==> src/core/pwmdt_pkg.sv <==
`default_nettype none
package pwmdt_pkg;
  // Register byte offsets
  localparam logic [3:0] REG_DEAD_CFG = 4'h0;
  localparam logic [3:0] REG_CTRL     = 4'h4;
  localparam logic [3:0] REG_STATUS   = 4'h8;
  // Reset values
  localparam logic [7:0] DEAD_CFG_RESET = 8'hFF;
  // Control field positions
  localparam int CTRL_DTE  = 0;
  localparam int CTRL_PCN  = 1;
  localparam int CTRL_OSC  = 2;
  localparam int CTRL_OSU  = 3;
  localparam int CTRL_OSZ  = 4;
  localparam int CTRL_SENS = 5;
  localparam int CTRL_VOC  = 6;
  // Status field positions
  localparam int STAT_WIN  = 6;
  localparam int STAT_WR1  = 7;
  // Delay code fields
  localparam int DLY_RANGE = 5;
  localparam int DLY_SCALE = 4;
  localparam logic [8:0] DLY_OFS_FINE   = 9'h001;
  localparam logic [8:0] DLY_OFS_COARSE = 9'h011;
  localparam int DLY_W = 9;
  // AXI responses
  localparam logic [1:0] RESP_OKAY   = 2'h0;
  localparam logic [1:0] RESP_SLVERR = 2'h2;

  // Delay code to clock cycles
  function automatic logic [DLY_W-1:0] pwmdt_delay_cycles(input logic [5:0] code);
    logic [DLY_W-1:0] base;
    base = '0;
    if (!code[DLY_RANGE]) begin
      base = {4'h0, code[4:0]} + DLY_OFS_FINE;
      return DLY_W'(base << 1);
    end
    base = {5'h00, code[3:0]} + DLY_OFS_COARSE;
    return code[DLY_SCALE] ? DLY_W'(base << 3) : DLY_W'(base << 2);
  endfunction : pwmdt_delay_cycles
endpackage : pwmdt_pkg
`default_nettype wire

==> src/core/pwmdt_dt_if.sv <==
`default_nettype none
interface pwmdt_dt_if import pwmdt_pkg::*; ();
  logic [DLY_W-1:0] delay;
  logic             phase_in;
  logic             out_a;
  logic             out_b;
  modport ctl (output delay, output phase_in, input out_a, input out_b);
  modport gen (input delay, input phase_in, output out_a, output out_b);
endinterface : pwmdt_dt_if
`default_nettype wire

==> src/core/pwmdt_gen.sv <==
`default_nettype none
module pwmdt_gen
  import pwmdt_pkg::*;
(
  input wire logic CLK,
  input wire logic RESET_N,
  pwmdt_dt_if.gen  dt
);
  logic [DLY_W-1:0] cnt_a_ff;
  logic [DLY_W-1:0] cnt_b_ff;
  logic [DLY_W-1:0] nxt_cnt_a;
  logic [DLY_W-1:0] nxt_cnt_b;

  // Count high and low time, saturating at the delay
  always_comb begin
    nxt_cnt_a = '0;
    nxt_cnt_b = '0;
    if (dt.phase_in) begin
      nxt_cnt_a = (cnt_a_ff >= dt.delay) ? dt.delay : cnt_a_ff + 1'b1;
    end else begin
      nxt_cnt_b = (cnt_b_ff >= dt.delay) ? dt.delay : cnt_b_ff + 1'b1;
    end
  end

  always_ff @(posedge CLK or negedge RESET_N) begin
    if (!RESET_N) begin
      cnt_a_ff <= '0;
      cnt_b_ff <= '0;
    end else begin
      cnt_a_ff <= nxt_cnt_a;
      cnt_b_ff <= nxt_cnt_b;
    end
  end

  // Rising edges wait out the delay, falling edges follow at once
  assign dt.out_a = dt.phase_in && (cnt_a_ff >= dt.delay);   // [RL4] [RL6]
  assign dt.out_b = !dt.phase_in && (cnt_b_ff >= dt.delay);  // [RL5] [RL6]

  never_both_a: assert property (@(posedge CLK) disable iff (!RESET_N) // [RL1]
    !(dt.out_a && dt.out_b)) else $error("both switches on");
  a_follows_in_a: assert property (@(posedge CLK) disable iff (!RESET_N) // [RL4]
    $fell(dt.phase_in) |-> !dt.out_a) else $error("A falling edge delayed");
  a_delay_a: assert property (@(posedge CLK) disable iff (!RESET_N) // [RL4]
    (dt.phase_in && $stable(dt.delay) && dt.delay == 9'h002 && !$past(dt.phase_in)
     && $past(dt.delay) == 9'h002) |-> !dt.out_a ##1 !dt.out_a
     ##1 (dt.out_a || !dt.phase_in || !$past(dt.phase_in)))
    else $error("A rise not delayed by two cycles");
  b_inverse_a: assert property (@(posedge CLK) disable iff (!RESET_N) // [RL5]
    dt.out_b |-> !dt.phase_in ##0 $past(!dt.phase_in)) else $error("B not inverse");
  short_pulse_a: assert property (@(posedge CLK) disable iff (!RESET_N) // [RL6]
    ($rose(dt.phase_in) && dt.delay >= 9'h004) ##1 !dt.phase_in |-> !$past(dt.out_a))
    else $error("short pulse not suppressed");
endmodule : pwmdt_gen
`default_nettype wire

==> src/core/pwmdt_top.sv <==
// Summary of operation
// RL1: Each half bridge gets complementary high and low drives with a guard gap between them.
// RL2: Three independent dead time generators, one per phase, share a 6-bit delay code.
// RL3: In six-step drive the switch beside the PWM one gets the guarded complement.
// RL4: Output A follows the phase input with its rising edge delayed by the dead time.
// RL5: Output B is the inverse of the input with its rising edge delayed after the input falls.
// RL6: A pulse shorter than the delay is dropped and that output stays low.
// RL7: After zero crossing until commutation, side select 0 puts PWM on high, 1 on low.
// RL8: Sensor mode produces no demagnetisation event; PWM side may differ before and after Z.
// RL9: Delay code top bit 0 gives (low5+1)*2 clocks, else (low4+17)*4 or *8 by bit four.
// RL10: The dead time configuration register takes only the first write after reset.
// RL11: The dead time configuration register resets to all ones.
// RL12: Three-PWM mode without dead time drives low sides as plain complements.
// RL13: After commutation until zero crossing, side select 0 puts PWM on high, 1 on low.
//
// The placing of the registers and the AXI4-Lite slave port were decided locally.
`default_nettype none
module pwmdt_top
  import pwmdt_pkg::*;
#(
  parameter int NPH = 3
) (
  input  wire logic          CLK,
  input  wire logic          RESET_N,
  input  wire logic [3:0]    S_AXI_AWADDR,
  input  wire logic          S_AXI_AWVALID,
  output logic               S_AXI_AWREADY,
  input  wire logic [31:0]   S_AXI_WDATA,
  input  wire logic [3:0]    S_AXI_WSTRB,
  input  wire logic          S_AXI_WVALID,
  output logic               S_AXI_WREADY,
  output logic [1:0]         S_AXI_BRESP,
  output logic               S_AXI_BVALID,
  input  wire logic          S_AXI_BREADY,
  input  wire logic [3:0]    S_AXI_ARADDR,
  input  wire logic          S_AXI_ARVALID,
  output logic               S_AXI_ARREADY,
  output logic [31:0]        S_AXI_RDATA,
  output logic [1:0]         S_AXI_RRESP,
  output logic               S_AXI_RVALID,
  input  wire logic          S_AXI_RREADY,
  input  wire logic [NPH-1:0]   PHASE_PWM,
  input  wire logic [2*NPH-1:0] CHAN_ACTIVE,
  input  wire logic          COMMUTATION_EVT,
  input  wire logic          ZERO_CROSS_EVT,
  input  wire logic          DEMAG_DETECT,
  output logic               DEMAG_EVENT,
  output logic [2*NPH-1:0]   DRIVE_OUT
);
  // Register state
  logic [7:0]       dead_cfg_ff;
  logic             cfg_written_ff;
  logic             dead_insert_enable_ff;
  logic             three_pwm_mode_ff;
  logic             post_commutation_side_select_ff;
  logic             unused_output_select_bit_ff;
  logic             post_zero_cross_side_select_ff;
  logic             sensor_mode_flag_ff;
  logic             voltage_current_select_ff;
  // Bus state
  logic             aw_held_ff;
  logic             w_held_ff;
  logic [3:0]       awaddr_ff;
  logic [31:0]      wdata_ff;
  logic [3:0]       wstrb_ff;
  logic             bvalid_ff;
  logic [1:0]       bresp_ff;
  logic             rvalid_ff;
  logic [1:0]       rresp_ff;
  logic [31:0]      rdata_ff;
  // Datapath state
  logic             window_ff;
  logic [2*NPH-1:0] drive_out_ff;
  logic             demag_ff;
  logic [2*NPH-1:0] nxt_drive;
  logic [DLY_W-1:0] delay_cyc;
  logic             side_low;
  logic             wr_fire;
  logic             wr_hit;
  logic [31:0]      rd_word;
  logic             rd_hit;

  // Channels to the per-phase generators
  pwmdt_dt_if dt_ch [NPH] ();

  // Write address and data are taken independently, then combined
  assign S_AXI_AWREADY = !aw_held_ff && !bvalid_ff;
  assign S_AXI_WREADY  = !w_held_ff && !bvalid_ff;
  assign wr_fire       = aw_held_ff && w_held_ff && !bvalid_ff;
  assign wr_hit        = (awaddr_ff == REG_DEAD_CFG) || (awaddr_ff == REG_CTRL);
  assign S_AXI_BVALID  = bvalid_ff;
  assign S_AXI_BRESP   = bresp_ff;

  always_ff @(posedge CLK or negedge RESET_N) begin
    if (!RESET_N) begin
      aw_held_ff <= 1'b0;
      w_held_ff  <= 1'b0;
      awaddr_ff  <= '0;
      wdata_ff   <= '0;
      wstrb_ff   <= '0;
    end else begin
      if (S_AXI_AWVALID && S_AXI_AWREADY) begin
        aw_held_ff <= 1'b1;
        awaddr_ff  <= {S_AXI_AWADDR[3:2], 2'h0};
      end else if (wr_fire) begin
        aw_held_ff <= 1'b0;
      end
      if (S_AXI_WVALID && S_AXI_WREADY) begin
        w_held_ff <= 1'b1;
        wdata_ff  <= S_AXI_WDATA;
        wstrb_ff  <= S_AXI_WSTRB;
      end else if (wr_fire) begin
        w_held_ff <= 1'b0;
      end
    end
  end

  // Write response
  always_ff @(posedge CLK or negedge RESET_N) begin
    if (!RESET_N) begin
      bvalid_ff <= 1'b0;
      bresp_ff  <= RESP_OKAY;
    end else if (wr_fire) begin
      bvalid_ff <= 1'b1;
      bresp_ff  <= wr_hit ? RESP_OKAY : RESP_SLVERR;
    end else if (S_AXI_BREADY) begin
      bvalid_ff <= 1'b0;
    end
  end

  // Dead time code, writable once after reset
  always_ff @(posedge CLK or negedge RESET_N) begin
    if (!RESET_N) begin
      dead_cfg_ff    <= DEAD_CFG_RESET;                         // [RL11]
      cfg_written_ff <= 1'b0;
    end else if (wr_fire && awaddr_ff == REG_DEAD_CFG && wstrb_ff[0] && !cfg_written_ff) begin
      dead_cfg_ff    <= wdata_ff[7:0];                          // [RL10]
      cfg_written_ff <= 1'b1;
    end
  end

  // Mode and side select bits
  always_ff @(posedge CLK or negedge RESET_N) begin
    if (!RESET_N) begin
      dead_insert_enable_ff           <= 1'b1;
      three_pwm_mode_ff               <= 1'b1;
      post_commutation_side_select_ff <= 1'b0;
      unused_output_select_bit_ff     <= 1'b0;
      post_zero_cross_side_select_ff  <= 1'b0;
      sensor_mode_flag_ff             <= 1'b0;
      voltage_current_select_ff       <= 1'b0;
    end else if (wr_fire && awaddr_ff == REG_CTRL && wstrb_ff[0]) begin
      // Enable is locked while three-PWM mode is on
      if (!three_pwm_mode_ff) begin
        dead_insert_enable_ff <= wdata_ff[CTRL_DTE];
      end
      three_pwm_mode_ff               <= wdata_ff[CTRL_PCN];
      post_commutation_side_select_ff <= wdata_ff[CTRL_OSC];
      unused_output_select_bit_ff     <= wdata_ff[CTRL_OSU];
      post_zero_cross_side_select_ff  <= wdata_ff[CTRL_OSZ];
      sensor_mode_flag_ff             <= wdata_ff[CTRL_SENS];
      voltage_current_select_ff       <= wdata_ff[CTRL_VOC];
    end
  end

  // Read decode
  always_comb begin
    rd_word = '0;
    rd_hit  = 1'b1;
    unique case ({S_AXI_ARADDR[3:2], 2'h0})
      REG_DEAD_CFG: rd_word[7:0] = dead_cfg_ff;
      REG_CTRL: begin
        rd_word[CTRL_DTE]  = dead_insert_enable_ff;
        rd_word[CTRL_PCN]  = three_pwm_mode_ff;
        rd_word[CTRL_OSC]  = post_commutation_side_select_ff;
        rd_word[CTRL_OSU]  = unused_output_select_bit_ff;
        rd_word[CTRL_OSZ]  = post_zero_cross_side_select_ff;
        rd_word[CTRL_SENS] = sensor_mode_flag_ff;
        rd_word[CTRL_VOC]  = voltage_current_select_ff;
      end
      REG_STATUS: begin
        rd_word[2*NPH-1:0] = drive_out_ff;
        rd_word[STAT_WIN]  = window_ff;
        rd_word[STAT_WR1]  = cfg_written_ff;
      end
      default: rd_hit = 1'b0;
    endcase
  end

  // Read channel, one cycle from address to data
  assign S_AXI_ARREADY = !rvalid_ff;
  assign S_AXI_RVALID  = rvalid_ff;
  assign S_AXI_RDATA   = rdata_ff;
  assign S_AXI_RRESP   = rresp_ff;

  always_ff @(posedge CLK or negedge RESET_N) begin
    if (!RESET_N) begin
      rvalid_ff <= 1'b0;
      rdata_ff  <= '0;
      rresp_ff  <= RESP_OKAY;
    end else if (S_AXI_ARVALID && S_AXI_ARREADY) begin
      rvalid_ff <= 1'b1;
      rdata_ff  <= rd_word;
      rresp_ff  <= rd_hit ? RESP_OKAY : RESP_SLVERR;
    end else if (S_AXI_RREADY) begin
      rvalid_ff <= 1'b0;
    end
  end

  // Window from zero crossing to commutation; commutation wins a tie
  always_ff @(posedge CLK or negedge RESET_N) begin
    if (!RESET_N) begin
      window_ff <= 1'b0;
    end else if (COMMUTATION_EVT) begin
      window_ff <= 1'b0;
    end else if (ZERO_CROSS_EVT) begin
      window_ff <= 1'b1;
    end
  end

  // Side of PWM for the current part of the step
  assign side_low = window_ff ? post_zero_cross_side_select_ff     // [RL7]
                              : post_commutation_side_select_ff;   // [RL13]

  // Demagnetisation event is suppressed in sensor mode
  always_ff @(posedge CLK or negedge RESET_N) begin
    if (!RESET_N) begin
      demag_ff <= 1'b0;
    end else begin
      demag_ff <= DEMAG_DETECT && !sensor_mode_flag_ff;           // [RL8]
    end
  end
  assign DEMAG_EVENT = demag_ff;

  // Common delay from the code
  assign delay_cyc = pwmdt_delay_cycles(dead_cfg_ff[5:0]);       // [RL9]

  // One generator per phase and the output mux per half bridge
  for (genvar p = 0; p < NPH; p++) begin : g_ph
    logic hi_act;
    logic lo_act;
    logic pwm_hi;
    logic pwm_lo;
    assign hi_act = CHAN_ACTIVE[2*p];
    assign lo_act = CHAN_ACTIVE[2*p+1];
    assign pwm_hi = hi_act && !side_low;
    assign pwm_lo = lo_act && side_low;
    assign dt_ch[p].delay    = delay_cyc;
    assign dt_ch[p].phase_in = three_pwm_mode_ff ? PHASE_PWM[p]  // [RL2]
                             : ((pwm_hi || pwm_lo) && PHASE_PWM[0]);

    pwmdt_gen u_gen (
      .CLK     (CLK),
      .RESET_N (RESET_N),
      .dt      (dt_ch[p])
    );

    always_comb begin
      nxt_drive[2*p]   = 1'b0;
      nxt_drive[2*p+1] = 1'b0;
      if (three_pwm_mode_ff && !dead_insert_enable_ff) begin
        nxt_drive[2*p]   = PHASE_PWM[p];                         // [RL12]
        nxt_drive[2*p+1] = !PHASE_PWM[p];
      end else if (three_pwm_mode_ff) begin
        nxt_drive[2*p]   = dt_ch[p].out_a;                       // [RL1]
        nxt_drive[2*p+1] = dt_ch[p].out_b;
      end else if (!dead_insert_enable_ff) begin
        nxt_drive[2*p]   = hi_act && (pwm_hi ? PHASE_PWM[0] : 1'b1);
        nxt_drive[2*p+1] = lo_act && (pwm_lo ? PHASE_PWM[0] : 1'b1);
      end else if (pwm_hi) begin
        nxt_drive[2*p]   = dt_ch[p].out_a;                       // [RL3]
        nxt_drive[2*p+1] = dt_ch[p].out_b;
      end else if (pwm_lo) begin
        nxt_drive[2*p]   = dt_ch[p].out_b;                       // [RL3]
        nxt_drive[2*p+1] = dt_ch[p].out_a;
      end else begin
        nxt_drive[2*p]   = hi_act && !lo_act;
        nxt_drive[2*p+1] = lo_act && !hi_act;
      end
    end
  end

  // Registered drive outputs
  always_ff @(posedge CLK or negedge RESET_N) begin
    if (!RESET_N) begin
      drive_out_ff <= '0;
    end else begin
      drive_out_ff <= nxt_drive;
    end
  end
  assign DRIVE_OUT = drive_out_ff;

  cfg_once_a: assert property (@(posedge CLK) disable iff (!RESET_N) // [RL10]
    $past(cfg_written_ff) |-> $stable(dead_cfg_ff)) else $error("config rewritten");
  cfg_reset_a: assert property (@(posedge CLK) disable iff (!RESET_N) // [RL11]
    !cfg_written_ff |-> dead_cfg_ff == DEAD_CFG_RESET) else $error("config not all ones");
  delay_range_a: assert property (@(posedge CLK) disable iff (!RESET_N) // [RL9]
    dead_cfg_ff[5:4] == 2'h3 |-> delay_cyc == DLY_W'(({5'h00, dead_cfg_ff[3:0]} + 9'd17) * 8))
    else $error("coarse delay wrong");
  zc_side_a: assert property (@(posedge CLK) disable iff (!RESET_N) // [RL7]
    ZERO_CROSS_EVT && !COMMUTATION_EVT |=> side_low == post_zero_cross_side_select_ff)
    else $error("zero cross side wrong");
  comm_side_a: assert property (@(posedge CLK) disable iff (!RESET_N) // [RL13]
    COMMUTATION_EVT |=> side_low == post_commutation_side_select_ff)
    else $error("commutation side wrong");
  no_demag_a: assert property (@(posedge CLK) disable iff (!RESET_N) // [RL8]
    $past(sensor_mode_flag_ff) |-> !DEMAG_EVENT) else $error("demag in sensor mode");
  plain_comp_a: assert property (@(posedge CLK) disable iff (!RESET_N) // [RL12]
    three_pwm_mode_ff && !dead_insert_enable_ff |=> DRIVE_OUT[1] == !DRIVE_OUT[0])
    else $error("low side not complement");
  no_shoot_a: assert property (@(posedge CLK) disable iff (!RESET_N) // [RL1]
    dead_insert_enable_ff |=> !(DRIVE_OUT[0] && DRIVE_OUT[1])) else $error("shoot-through");
endmodule : pwmdt_top
`default_nettype wire

==> config.mk <==
export PLATFORM = sky130hd
export DESIGN_NAME = pwmdt_top
export DESIGN_NICKNAME = d
export VERILOG_FILES = /design/src/core/pwmdt_pkg.sv /design/src/core/pwmdt_dt_if.sv /design/src/core/pwmdt_gen.sv /design/src/core/pwmdt_top.sv
export SDC_FILE = /design/constraint.sdc
export NUM_CORES = 1
export LEC_CHECK = 0
export BUFFER_PORTS_ARGS = -buffer_cell sky130_fd_sc_hd__buf_2
export CAP_MARGIN = 20
export CORE_AREA = 5 5 142 158
export CTS_CLUSTER_DIAMETER = 60
export CTS_CLUSTER_SIZE = 25
export DETAILED_ROUTE_END_ITERATION = 10
export DIE_AREA = 0 0 147 163
export PLACE_DENSITY_LB_ADDON = 0.12
export SYNTH_ARGS = -nofsm -noshare
export SYNTH_HDL_FRONTEND = slang
export SYNTH_SLANG_ARGS = --single-unit
==> constraint.sdc <==
create_clock -name CLK -period 7.9 [get_ports CLK]
set_input_delay 1.58 -clock CLK [delete_from_list [all_inputs] [get_ports CLK]]
set_output_delay 1.58 -clock CLK [all_outputs]
set_load 0.05 [all_outputs]
# --- Yosys cells after proc, flatten, opt, wreduce, memory -nomap -nowiden ---
# Index checks and enable logic that the tools add are counted.
word_totals:
  regBits: 105
  word_cells: 173
classes:
  addsub: 8
  magnitude_cmp: 6
  eq_ne: 3
  muxes: 53
  n_bitwise: 1
  reduce_logical: 74
op_table:
  columns: ["operator", "count"]
  rows:
  - ["$mux W9", 14]
  - ["$add A9 B1 Y9 const B", 6]
  - ["$ge A9 B9 Y1", 6]
  - ["$logic_and A1 B1 Y1", 41]
  - ["$mux W2", 17]
  - ["$pmux W7 S3", 1]
  - ["$logic_not A1 Y1", 20]
  - ["$mux W1", 20]
  - ["$reduce_bool A2 Y1", 5]
  - ["$add A4 B5 Y6 const B", 1]
  - ["$add A5 B1 Y6 const B", 1]
  - ["$eq A2 B1 Y1 const B", 2]
  - ["$logic_not A4 Y1", 1]
  - ["$logic_or A1 B1 Y1", 4]
  - ["$reduce_or A3 Y1", 1]
  - ["$eq A2 B2 Y1 const B", 1]
  - ["$logic_not A2 Y1", 1]
  - ["$pmux W1 S2", 1]
  - ["$reduce_and A2 Y1", 1]
  - ["$not A1 Y1", 1]

# --- Logic depth before layout (Yosys ltp) ---
# Gate-level depths: netlist of the first run.
logic_depth:
  depth_word: 13
  depth_mapped: 16
  mapped_depth_nobuf: 13

# --- By module ---
# A second synthesis of the first run with hierarchy kept.
hier_totals:
  cells_unflattened: 746
  area_unflattened_um2: 7169.4
modules_own_cells:
  columns: ["module", "instances", "cells_per_inst", "area_each_um2", "seq_area_each_um2"]
  rows:
  - ["pwmdt_gen (g_ph[0].u_gen ...)", 2, 158, 1516.5, 450.4]
  - ["pwmdt_top", 1, 276, 2745.1, 1238.7]
  - ["pwmdt_gen (g_ph[1].u_gen)", 1, 154, 1391.3, 450.4]

# --- Worst setup path after synthesis of the first run ---
# No wires, ideal clock.
synth_path:
  path_kind: "reg2reg"
  from: "register dead_cfg_ff[2]"
  to: "register drive_out_ff[2], in the netlist DRIVE_OUT[2]"
  setup_ns: 0.146
  arrival_ns: 3.140
  setup_slack_ns: 4.615
  stages_incl_launch_ff: 14
  cell_sequence: "dfstp_2 -> buf_4 -> and3_1 -> buf_6 -> nand3_1 -> o21ai_0 -> inv_1 -> ha_1 -> o21a_1 -> o21ai_0 -> nor2_1 -> or2_2 -> nor2_1 -> o221ai_1"
synth_between:
  elab_chain_len: 10
  word_cells_on_any_way: 13
  classes_between: "2 x add/sub; 2 x order compare; 7 x mux; 2 x reduce/logical"
synth_lines:
  columns: ["item", "line", "source"]
  rows:
  - ["start, declared", "pwmdt_top.sv:51", "logic [7:0] dead_cfg_ff;"]
  - ["start signal, assigned", "pwmdt_top.sv:137", "dead_cfg_ff <= wdata_ff[7:0];"]
  - ["$add A4 B5 Y6", "pwmdt_pkg.sv:38", "base = {5'h00, code[3:0]} + DLY_OFS_COARSE;"]
  - ["$mux W9", "pwmdt_pkg.sv:39", "return code[DLY_SCALE] ? DLY_W'(base << 3) : DLY_W'(base << 2);"]
  - ["$mux W9 *", "pwmdt_pkg.sv:38", null]
  - ["$ge A9 B9 Y1", "pwmdt_gen.sv:37", "assign dt.out_b = !dt.phase_in && (cnt_b_ff >= dt.delay);"]
  - ["$logic_and A1 B1 Y1", "pwmdt_gen.sv:37", null]
  - ["$mux W2", "pwmdt_top.sv:273", "end else if (pwm_lo) begin"]
  - ["$mux W2", "pwmdt_top.sv:270", "end else if (pwm_hi) begin"]
  - ["$mux W2", "pwmdt_top.sv:267", "end else if (!dead_insert_enable_ff) begin"]
  - ["$mux W2 *", "pwmdt_top.sv:264", "end else if (three_pwm_mode_ff) begin"]
  - ["$mux W2 *", "pwmdt_top.sv:261", "if (three_pwm_mode_ff && !dead_insert_enable_ff) begin"]
  - ["named net nxt_drive[2]", "pwmdt_top.sv:75", "logic [2*NPH-1:0] nxt_drive;"]
  - ["end signal, assigned", "pwmdt_top.sv:288", "drive_out_ff <= nxt_drive;"]
  - ["end, declared", "pwmdt_top.sv:73", "logic [2*NPH-1:0] drive_out_ff;"]
# The timed path passes the listed nets; every way through them passes the cells marked *.
# A chain may end at the register's enable or synchronous reset.

# --- Final worst setup path of the first run ---
layout_path:
  from: "register dead_cfg_ff[0]"
  to: "register drive_out_ff[4], in the netlist DRIVE_OUT[4]"
# The elaborated chain is that of the path after synthesis.

==> results.py, run 1 <==
metrics = {
    "clock_network": {
        "clock-sinks": 103,
        "ctsHoldBuffers": 0,
        "cts_tree": "yes",
        "cts-buffers-inserted": 9,
        "clkTransAtPathRegs_ns": 0.08,
        "cts_htree_levels": 3,
        "cts-resized-gates": 0,
        "cts-root-buf": "clkbuf_16",
        "clockBufferDepth": 2,
        "clk_latency_ns": 0.36,
        "post_cts_buffers": 0,
    },
    "detailed_routing": {
        "vias": 5259,
        "routedWlPerCell_um": 17.79,
        "viasPerCell": 5.207,
        "drt-initial-drc-count": 251,
        "postRouteAntennaNets": 0,
        "drc": 0,
        "wirelength_um": 17970,
        "dr.pass1.iters": 7,
    },
    "timing": {
        "worst_slew_pin_slew_ns": 1.020,
        "fin_ws_ns": 3.603,
        "finClkSkew_ns": 0.01105,
        "setup_viol": 0,
        "hold_viol": 0,
        "fin_crit_sh_pct": 54.40,
        "report.final.slew_viol_count": 0,
        "fmax_ghz": 0.2327,
        "slew_headroom_pct": 30.08,
        "finalSetupTns_ns": 0,
        "rsz0062_at_grt": "false",
        "min_period_ns": 4.297,
    },
    "critical_path": {
        "critical-path-slowest-cell": "a221oi_4",
        "crit_arrival_ns": 4.54,
        "cp_top_family": "compound AO/OA/AOI/OAI gates",
        "critPathMaxStageDelay_ns": 0.79,
        "cp-start-kind": "flip-flop",
        "crit_fanout": 17,
        "cp-end-kind": "flip-flop",
        "cpMostUsedCell": "ha_1",
        "rrSetupSlack_ns": 3.60,
        "worstPathRequired_ns": 8.15,
        "critPathKind": "flip-flop to flip-flop",
        "rr_startpoint": "dead_cfg_ff[0]$_DFFE_PN1P_",
        "worstSetupStartpoint": "dead_cfg_ff[0]$_DFFE_PN1P_",
        "r2r_end": "DRIVE_OUT[4]$_DFF_PN0_",
        "crit_buf_inv": 1,
        "path_cells": "ha_1 -> xor2_1 -> mux2i_1 -> nand2_1 -> o21a_1 -> inv_1 -> ha_1 -> a21oi_1 -> o21ai_0 -> maj3_2 -> a221oi_4 -> o311ai_0 -> o32a_1",
        "rr_worst_depth": 13,
        "cp_num_cells": 13,
    },
    "global_route": {
        "track_usage_pct": 15.35,
        "grt_max_degree": 62,
        "overflow": 0,
        "grt_pass1_wl_um": 29300,
        "antenna_found_initial": 0,
        "grt_pass1_vias": 5521,
    },
    "placed_design": {
        "gp_congestion": 0.8021,
        "io_buffers": 53,
        "post-place-ws_ns": 3.615,
        "dp_hpwl_um": 12910,
    },
    "final_layout": {
        "antenna_cells": 0,
        "drive_above_1_share_pct": 18.16,
        "nets": 856,
        "utilization_pct": 35.49,
        "area_growth_pct": 10.40,
        "final_common_cell": "dfrtp_1",
        "final_cell_mix": "dfrtp_1 (93), nor2_1 (73), nand2_1 (58), buf_2 (52), ha_1 (49)",
    },
    "synthesis": {
        "netlist-cell-type-count": 61,
        "yosys_register_bits": 103,
        "synth_edf_count": 0,
        "postSynthAreaPerCell_um2": 9.569,
        "yosysWarnings": 0,
        "synthCells": 699,
        "synth_area_um2": 6689,
        "synth_seq_area_share_pct": 38.72,
        "synth_flop_cell": "dfrtp_1",
        "async_reset_ff_share_pct": 100.0,
    },
    "floorplanning": {
        "die-area_um2": 23960,
        "io_pins": 111,
        "row_count": 56,
        "die_y_um": 163,
        "die-width_um": 147,
        "core-area_um2": 20810,
        "initial_core_util_pct": 32.14,
    },
    "hold_path": {
        "hp-start": "S_AXI_RDATA[1]$_DFFE_PN0P_",
        "hold_path.class": "flip-flop to flip-flop",
        "hold_depth": 2,
        "hold_end": "S_AXI_RDATA[1]$_DFFE_PN0P_",
    },
    "pwr": {
        "power_uw": 3524,
        "p_per_area_nw_per_um2": 477.3,
        "p_leak_uw": 0.003317,
        "peakVddDrop_uv": 164.8,
    },
    "status": {
        "status": "completed",
    },
    "flow_run": {
        "maxCapViolCount": 0,
    },
}
-- metal layers --
| layer | track usage (%) | vias to the layer above | routed length [um] |
|---|---|---|---|
| met3 | 2.811 | 24 | 656 |
| li1 | - | 2550 | - |
| met4 | 4.407 | 0 | 286 |
| met5 | 0 | - | 0 |
| met2 | 27.19 | 105 | 8907 |
| met1 | 19.14 | 2580 | 8118 |
-- worst max-delay path by stage --
stage | end | slack, ns
after detailed placement | g_ph[2].u_gen.cnt_b_ff[8]$_DFF_PN0_ | 3.61
after global routing | DRIVE_OUT[4]$_DFF_PN0_ | 3.35
after floorplan | DRIVE_OUT[2]$_DFF_PN0_ | 4.61
after CTS | g_ph[2].u_gen.cnt_b_ff[8]$_DFF_PN0_ | 3.59
final | DRIVE_OUT[4]$_DFF_PN0_ | 3.60
after global placement | DRIVE_OUT[4]$_DFF_PN0_ | 3.67
-- stage by stage --
stage / cells / instance area (um2) / hold slack, ns
after global routing: 1010 / 7385 / 0.5207
final: 1010 / 7385 / 0.4904
after detailed placement: 994 / 7097 / 0.4707
after CTS: 1010 / 7385 / 0.4979
after global placement: 994 / 7097 / 0.4686
after floorplan: 724 / 6783 / 0.4187
-- cell usage after synthesis, types with 16 or more instances --
library cell,n,area (um2)
dfrtp_1,93,2327
nor2_1,73,274.0
nand2_1,58,217.7
ha_1,49,613.1
a21oi_1,37,185.2
a211oi_1,35,262.8
nand3_1,35,175.2
o21ai_0,32,160.2
mux2_2,30,337.8
buf_4,29,217.7
xor2_1,25,219.0
inv_1,19,71.32
xnor2_1,18,157.7
clkbuf_1,16,60.06
-- state kept, by name, summed over array words and instances, names as in the netlist, 2 cells and up --
signal and cells:
dead_cfg_ff 8, g_ph.u_gen.cnt_b_ff 27, awaddr_ff 2, g_ph.u_gen.cnt_a_ff 27, DRIVE_OUT 6, S_AXI_RDATA 8, wdata_ff 8
-- area by class of cell --
type | count | area (um2)
Clock buffer | 9 | 225.2
Inverter | 20 | 75.07
Timing Repair Buffer | 60 | 320.3
Multi-Input combinational cell | 550 | 3785
Fill cell | 2112 | 13430
Tap cell | 261 | 326.6
Sequential cell | 103 | 2590
Clock inverter | 7 | 62.56
-- report_power, final --
group,switching (uW),internal (uW),total (uW),leakage (uW)
clock,236,221,458,0.000139
sequential,240,763,1000,0.00130
combinational,1300,765,2060,0.00188
total,1780,1750,3520,0.00332
-- logic make-up after synthesis --
family / after synthesis / share of synthesized area, %
other: 1 / 0.05606
multiplexers: 44 / 7.145
buffers and inverters: 71 / 6.098
AND/OR/NAND/NOR: 213 / 14.37
XOR/XNOR: 43 / 5.630
flip-flops: 103 / 38.72
AO/OA/AOI/OAI: 173 / 18.48
adder cells (fa/ha/maj): 51 / 9.502
-- tightest hold or removal path, delay by kind of cell (launching register included) --
family | cells | cell delay, ns
compound gates | 1 | 0.06
flops | 1 | 0.35
simple gates | 1 | 0.04
No activity file was read; power rests on OpenSTA's default activity.
==> run 2: changes to the inputs <==
Clock period 7.9 ns to 4.3 ns, I/O delays scaled along.
==> run 2 against run 1 <==
Non-clock buffer count rose by 15. Sequential power is 81% higher. Design area grew 2.1%. Die area unchanged. Total power up 90%. Critical path depth fell by 1. First-iteration DRC count grew 4.0%. Flip-flop and latch count unchanged. Cell count rose by 1.5%. Hold slack got worse by 0.099 ns. Largest cell class unchanged. Core utilization increased by 0.75 points. Register-to-register slack worse by 3.1 ns.
==> results.py, run 2 (same netlist as run 1, synthesis figures left out) <==
metrics = {
    "floorplanning": {
        "initial_core_util_pct": 32.14,
        "die-area_um2": 23960,
        "row_count": 56,
        "core-area_um2": 20810,
        "io_pins": 111,
        "die-width_um": 147,
        "die_y_um": 163,
    },
    "global_route": {
        "overflow": 0,
        "track_usage_pct": 15.34,
        "antenna_found_initial": 0,
        "grt_pass1_vias": 5472,
        "grt_max_degree": 74,
        "grt_pass1_wl_um": 29160,
    },
    "clock_network": {
        "clkTransAtPathRegs_ns": 0.08,
        "cts-resized-gates": 0,
        "ctsHoldBuffers": 0,
        "clock-sinks": 103,
        "clk_latency_ns": 0.36,
        "cts-root-buf": "clkbuf_16",
        "cts-buffers-inserted": 9,
        "cts_htree_levels": 3,
        "post_cts_buffers": 0,
        "clockBufferDepth": 2,
        "cts_tree": "yes",
    },
    "critical_path": {
        "cp-end-kind": "flip-flop",
        "crit_fanout": 18,
        "critPathKind": "flip-flop to flip-flop",
        "worstPathRequired_ns": 4.56,
        "cp-start-kind": "flip-flop",
        "crit_arrival_ns": 4.04,
    },
    "final_layout": {
        "instances_no_fill": 1025,
        "area_growth_pct": 12.72,
        "antenna_cells": 0,
        "final_cell_mix": "dfrtp_1 (93), nor2_1 (73), nand2_1 (58), buf_2 (52), ha_1 (49)",
        "final_common_cell": "dfrtp_1",
        "nets": 871,
        "final_area_um2": 7540,
        "drive_above_1_share_pct": 19.76,
        "reg_top3": "g_ph.u_gen.cnt_a_ff x27, g_ph.u_gen.cnt_b_ff x27",
    },
    "timing": {
        "fin_ws_ns": 0.5217,
        "finClkSkew_ns": 0.009020,
        "hold_viol": 0,
        "slew_headroom_pct": 62.35,
        "finalSetupTns_ns": 0,
        "rsz0062_at_grt": "false",
        "fmax_ghz": 0.2647,
        "setup_viol": 0,
        "report.final.slew_viol_count": 0,
        "fin_crit_sh_pct": 87.87,
        "min_period_ns": 3.778,
        "worst_slew_pin_slew_ns": 0.5627,
    },
    "detailed_routing": {
        "postRouteAntennaNets": 0,
        "drc": 0,
        "wirelength_um": 17970,
        "vias": 5305,
        "drt-initial-drc-count": 261,
        "dr.pass1.iters": 4,
        "routedWlPerCell_um": 17.53,
        "viasPerCell": 5.176,
    },
    "pwr": {
        "pwr-share-seq_pct": 27.1,
        "switching_share_pct": 48.86,
        "pwr-share-comb_pct": 59.7,
        "peakVddDrop_uv": 507.2,
        "power.switching_uw": 3273,
        "power.share.clock_pct": 13.3,
        "power_uw": 6700,
        "p_per_area_nw_per_um2": 888.7,
        "internal-power_uw": 3427,
        "p_leak_uw": 0.003411,
    },
    "placed_design": {
        "dp_hpwl_um": 12930,
        "post-place-ws_ns": 0.4989,
        "io_buffers": 53,
        "place_area_um2": 7202,
        "gp_congestion": 0.8159,
        "dp_cells": 1008,
    },
    "status": {
        "status": "completed",
    },
    "flow_run": {
        "maxCapViolCount": 0,
    },
    "hold_path": {
        "hold_path.class": "primary input to asynchronous set/reset pin",
    },
}
run 2: cell types whose count changed in the layout (fill, tap and decap cells not counted):
| cell | previous run | this run |
|---|---|---|
| buf_4 | 8 | 22 |
| clkinv_4 | 2 | 1 |
| clkinvlp_4 | 1 | 0 |
| inv_6 | 3 | 4 |
| buf_16 | 0 | 1 |
| bufinv_16 | 0 | 1 |
run 2: path summary, 6_finish.rpt:
| path | startpoint | end | slack, ns | cells after the start |
|---|---|---|---|---|
| worst max-delay path | dead_cfg_ff[0]$_DFFE_PN1P_ | g_ph[2].u_gen.cnt_a_ff[5]$_DFF_PN0_ | 0.52 | 12 |
| worst min-delay path | RESET_N | g_ph[1].u_gen.cnt_b_ff[3]$_DFF_PN0_ | 0.39 | 1 |
| worst max register to register | dead_cfg_ff[0]$_DFFE_PN1P_ | g_ph[2].u_gen.cnt_a_ff[5]$_DFF_PN0_ | 0.52 | 12 |
| worst min register to register | S_AXI_RDATA[3]$_DFFE_PN0P_ | S_AXI_RDATA[3]$_DFFE_PN0P_ | 0.48 | 2 |
| max in group asynchronous | RESET_N | dead_cfg_ff[0]$_DFFE_PN1P_ | 2.86 | 3 |
| min in group CLK | S_AXI_RDATA[3]$_DFFE_PN0P_ | S_AXI_RDATA[3]$_DFFE_PN0P_ | 0.48 | 2 |
run 2: final cells by class:
| class | instances | area (um2) |
|---|---|---|
| flip-flops and latches | 103 | 2590 |
| well taps | 261 | 326.6 |
| clock buffers | 9 | 225.2 |
| clock inverters | 7 | 85.08 |
| multi-input cells | 550 | 3785 |
| repair buffers | 75 | 452.9 |
| fillers | 2114 | 13270 |
| inverters | 20 | 75.07 |
run 2: worst max-delay path, stage by stage (launching register included):
cell and delay [ns]:
dfstp_2 0.62, ha_1 0.28, mux2_2 0.37, inv_1 0.27, buf_4 0.21, ha_1 0.24, nor2b_1 0.13, a311oi_1 0.24
o21ai_0 0.17, maj3_2 0.37, a21boi_4 0.45, nor2_1 0.08, a211oi_1 0.24
run 2: power by group through the flow:
stage / combinational, uW / sequential (uW) / clock (uW)
global placement: 3930 / 1820 / 0
CTS: 4040 / 1820 / 920
finish: 4000 / 1810 / 890
detailed placement: 4020 / 1830 / 0
global route: 4460 / 1870 / 961
floorplan: 2840 / 1910 / 0
run 2: stage by stage:
step / hold WS [ns] / util [%]
after CTS: 0.4930 / 36.10
after floorplan: 0.4187 / -
final: 0.3912 / 36.23
after detailed placement: 0.4754 / 34.61
after global placement: 0.4642 / 34.61
after global routing: 0.4024 / 36.23
run 2: layer usage:
metal | part of all wire [%] | vias up | routed length (um) | track usage (%)
li1 | - | 2580 | - | -
met3 | 4.1 | 25 | 731 | 3.006
met5 | 0 | - | 0 | 0
met2 | 49 | 110 | 8798 | 26.47
met1 | 45 | 2590 | 8048 | 19.45
met4 | 2.2 | 0 | 388 | 4.746
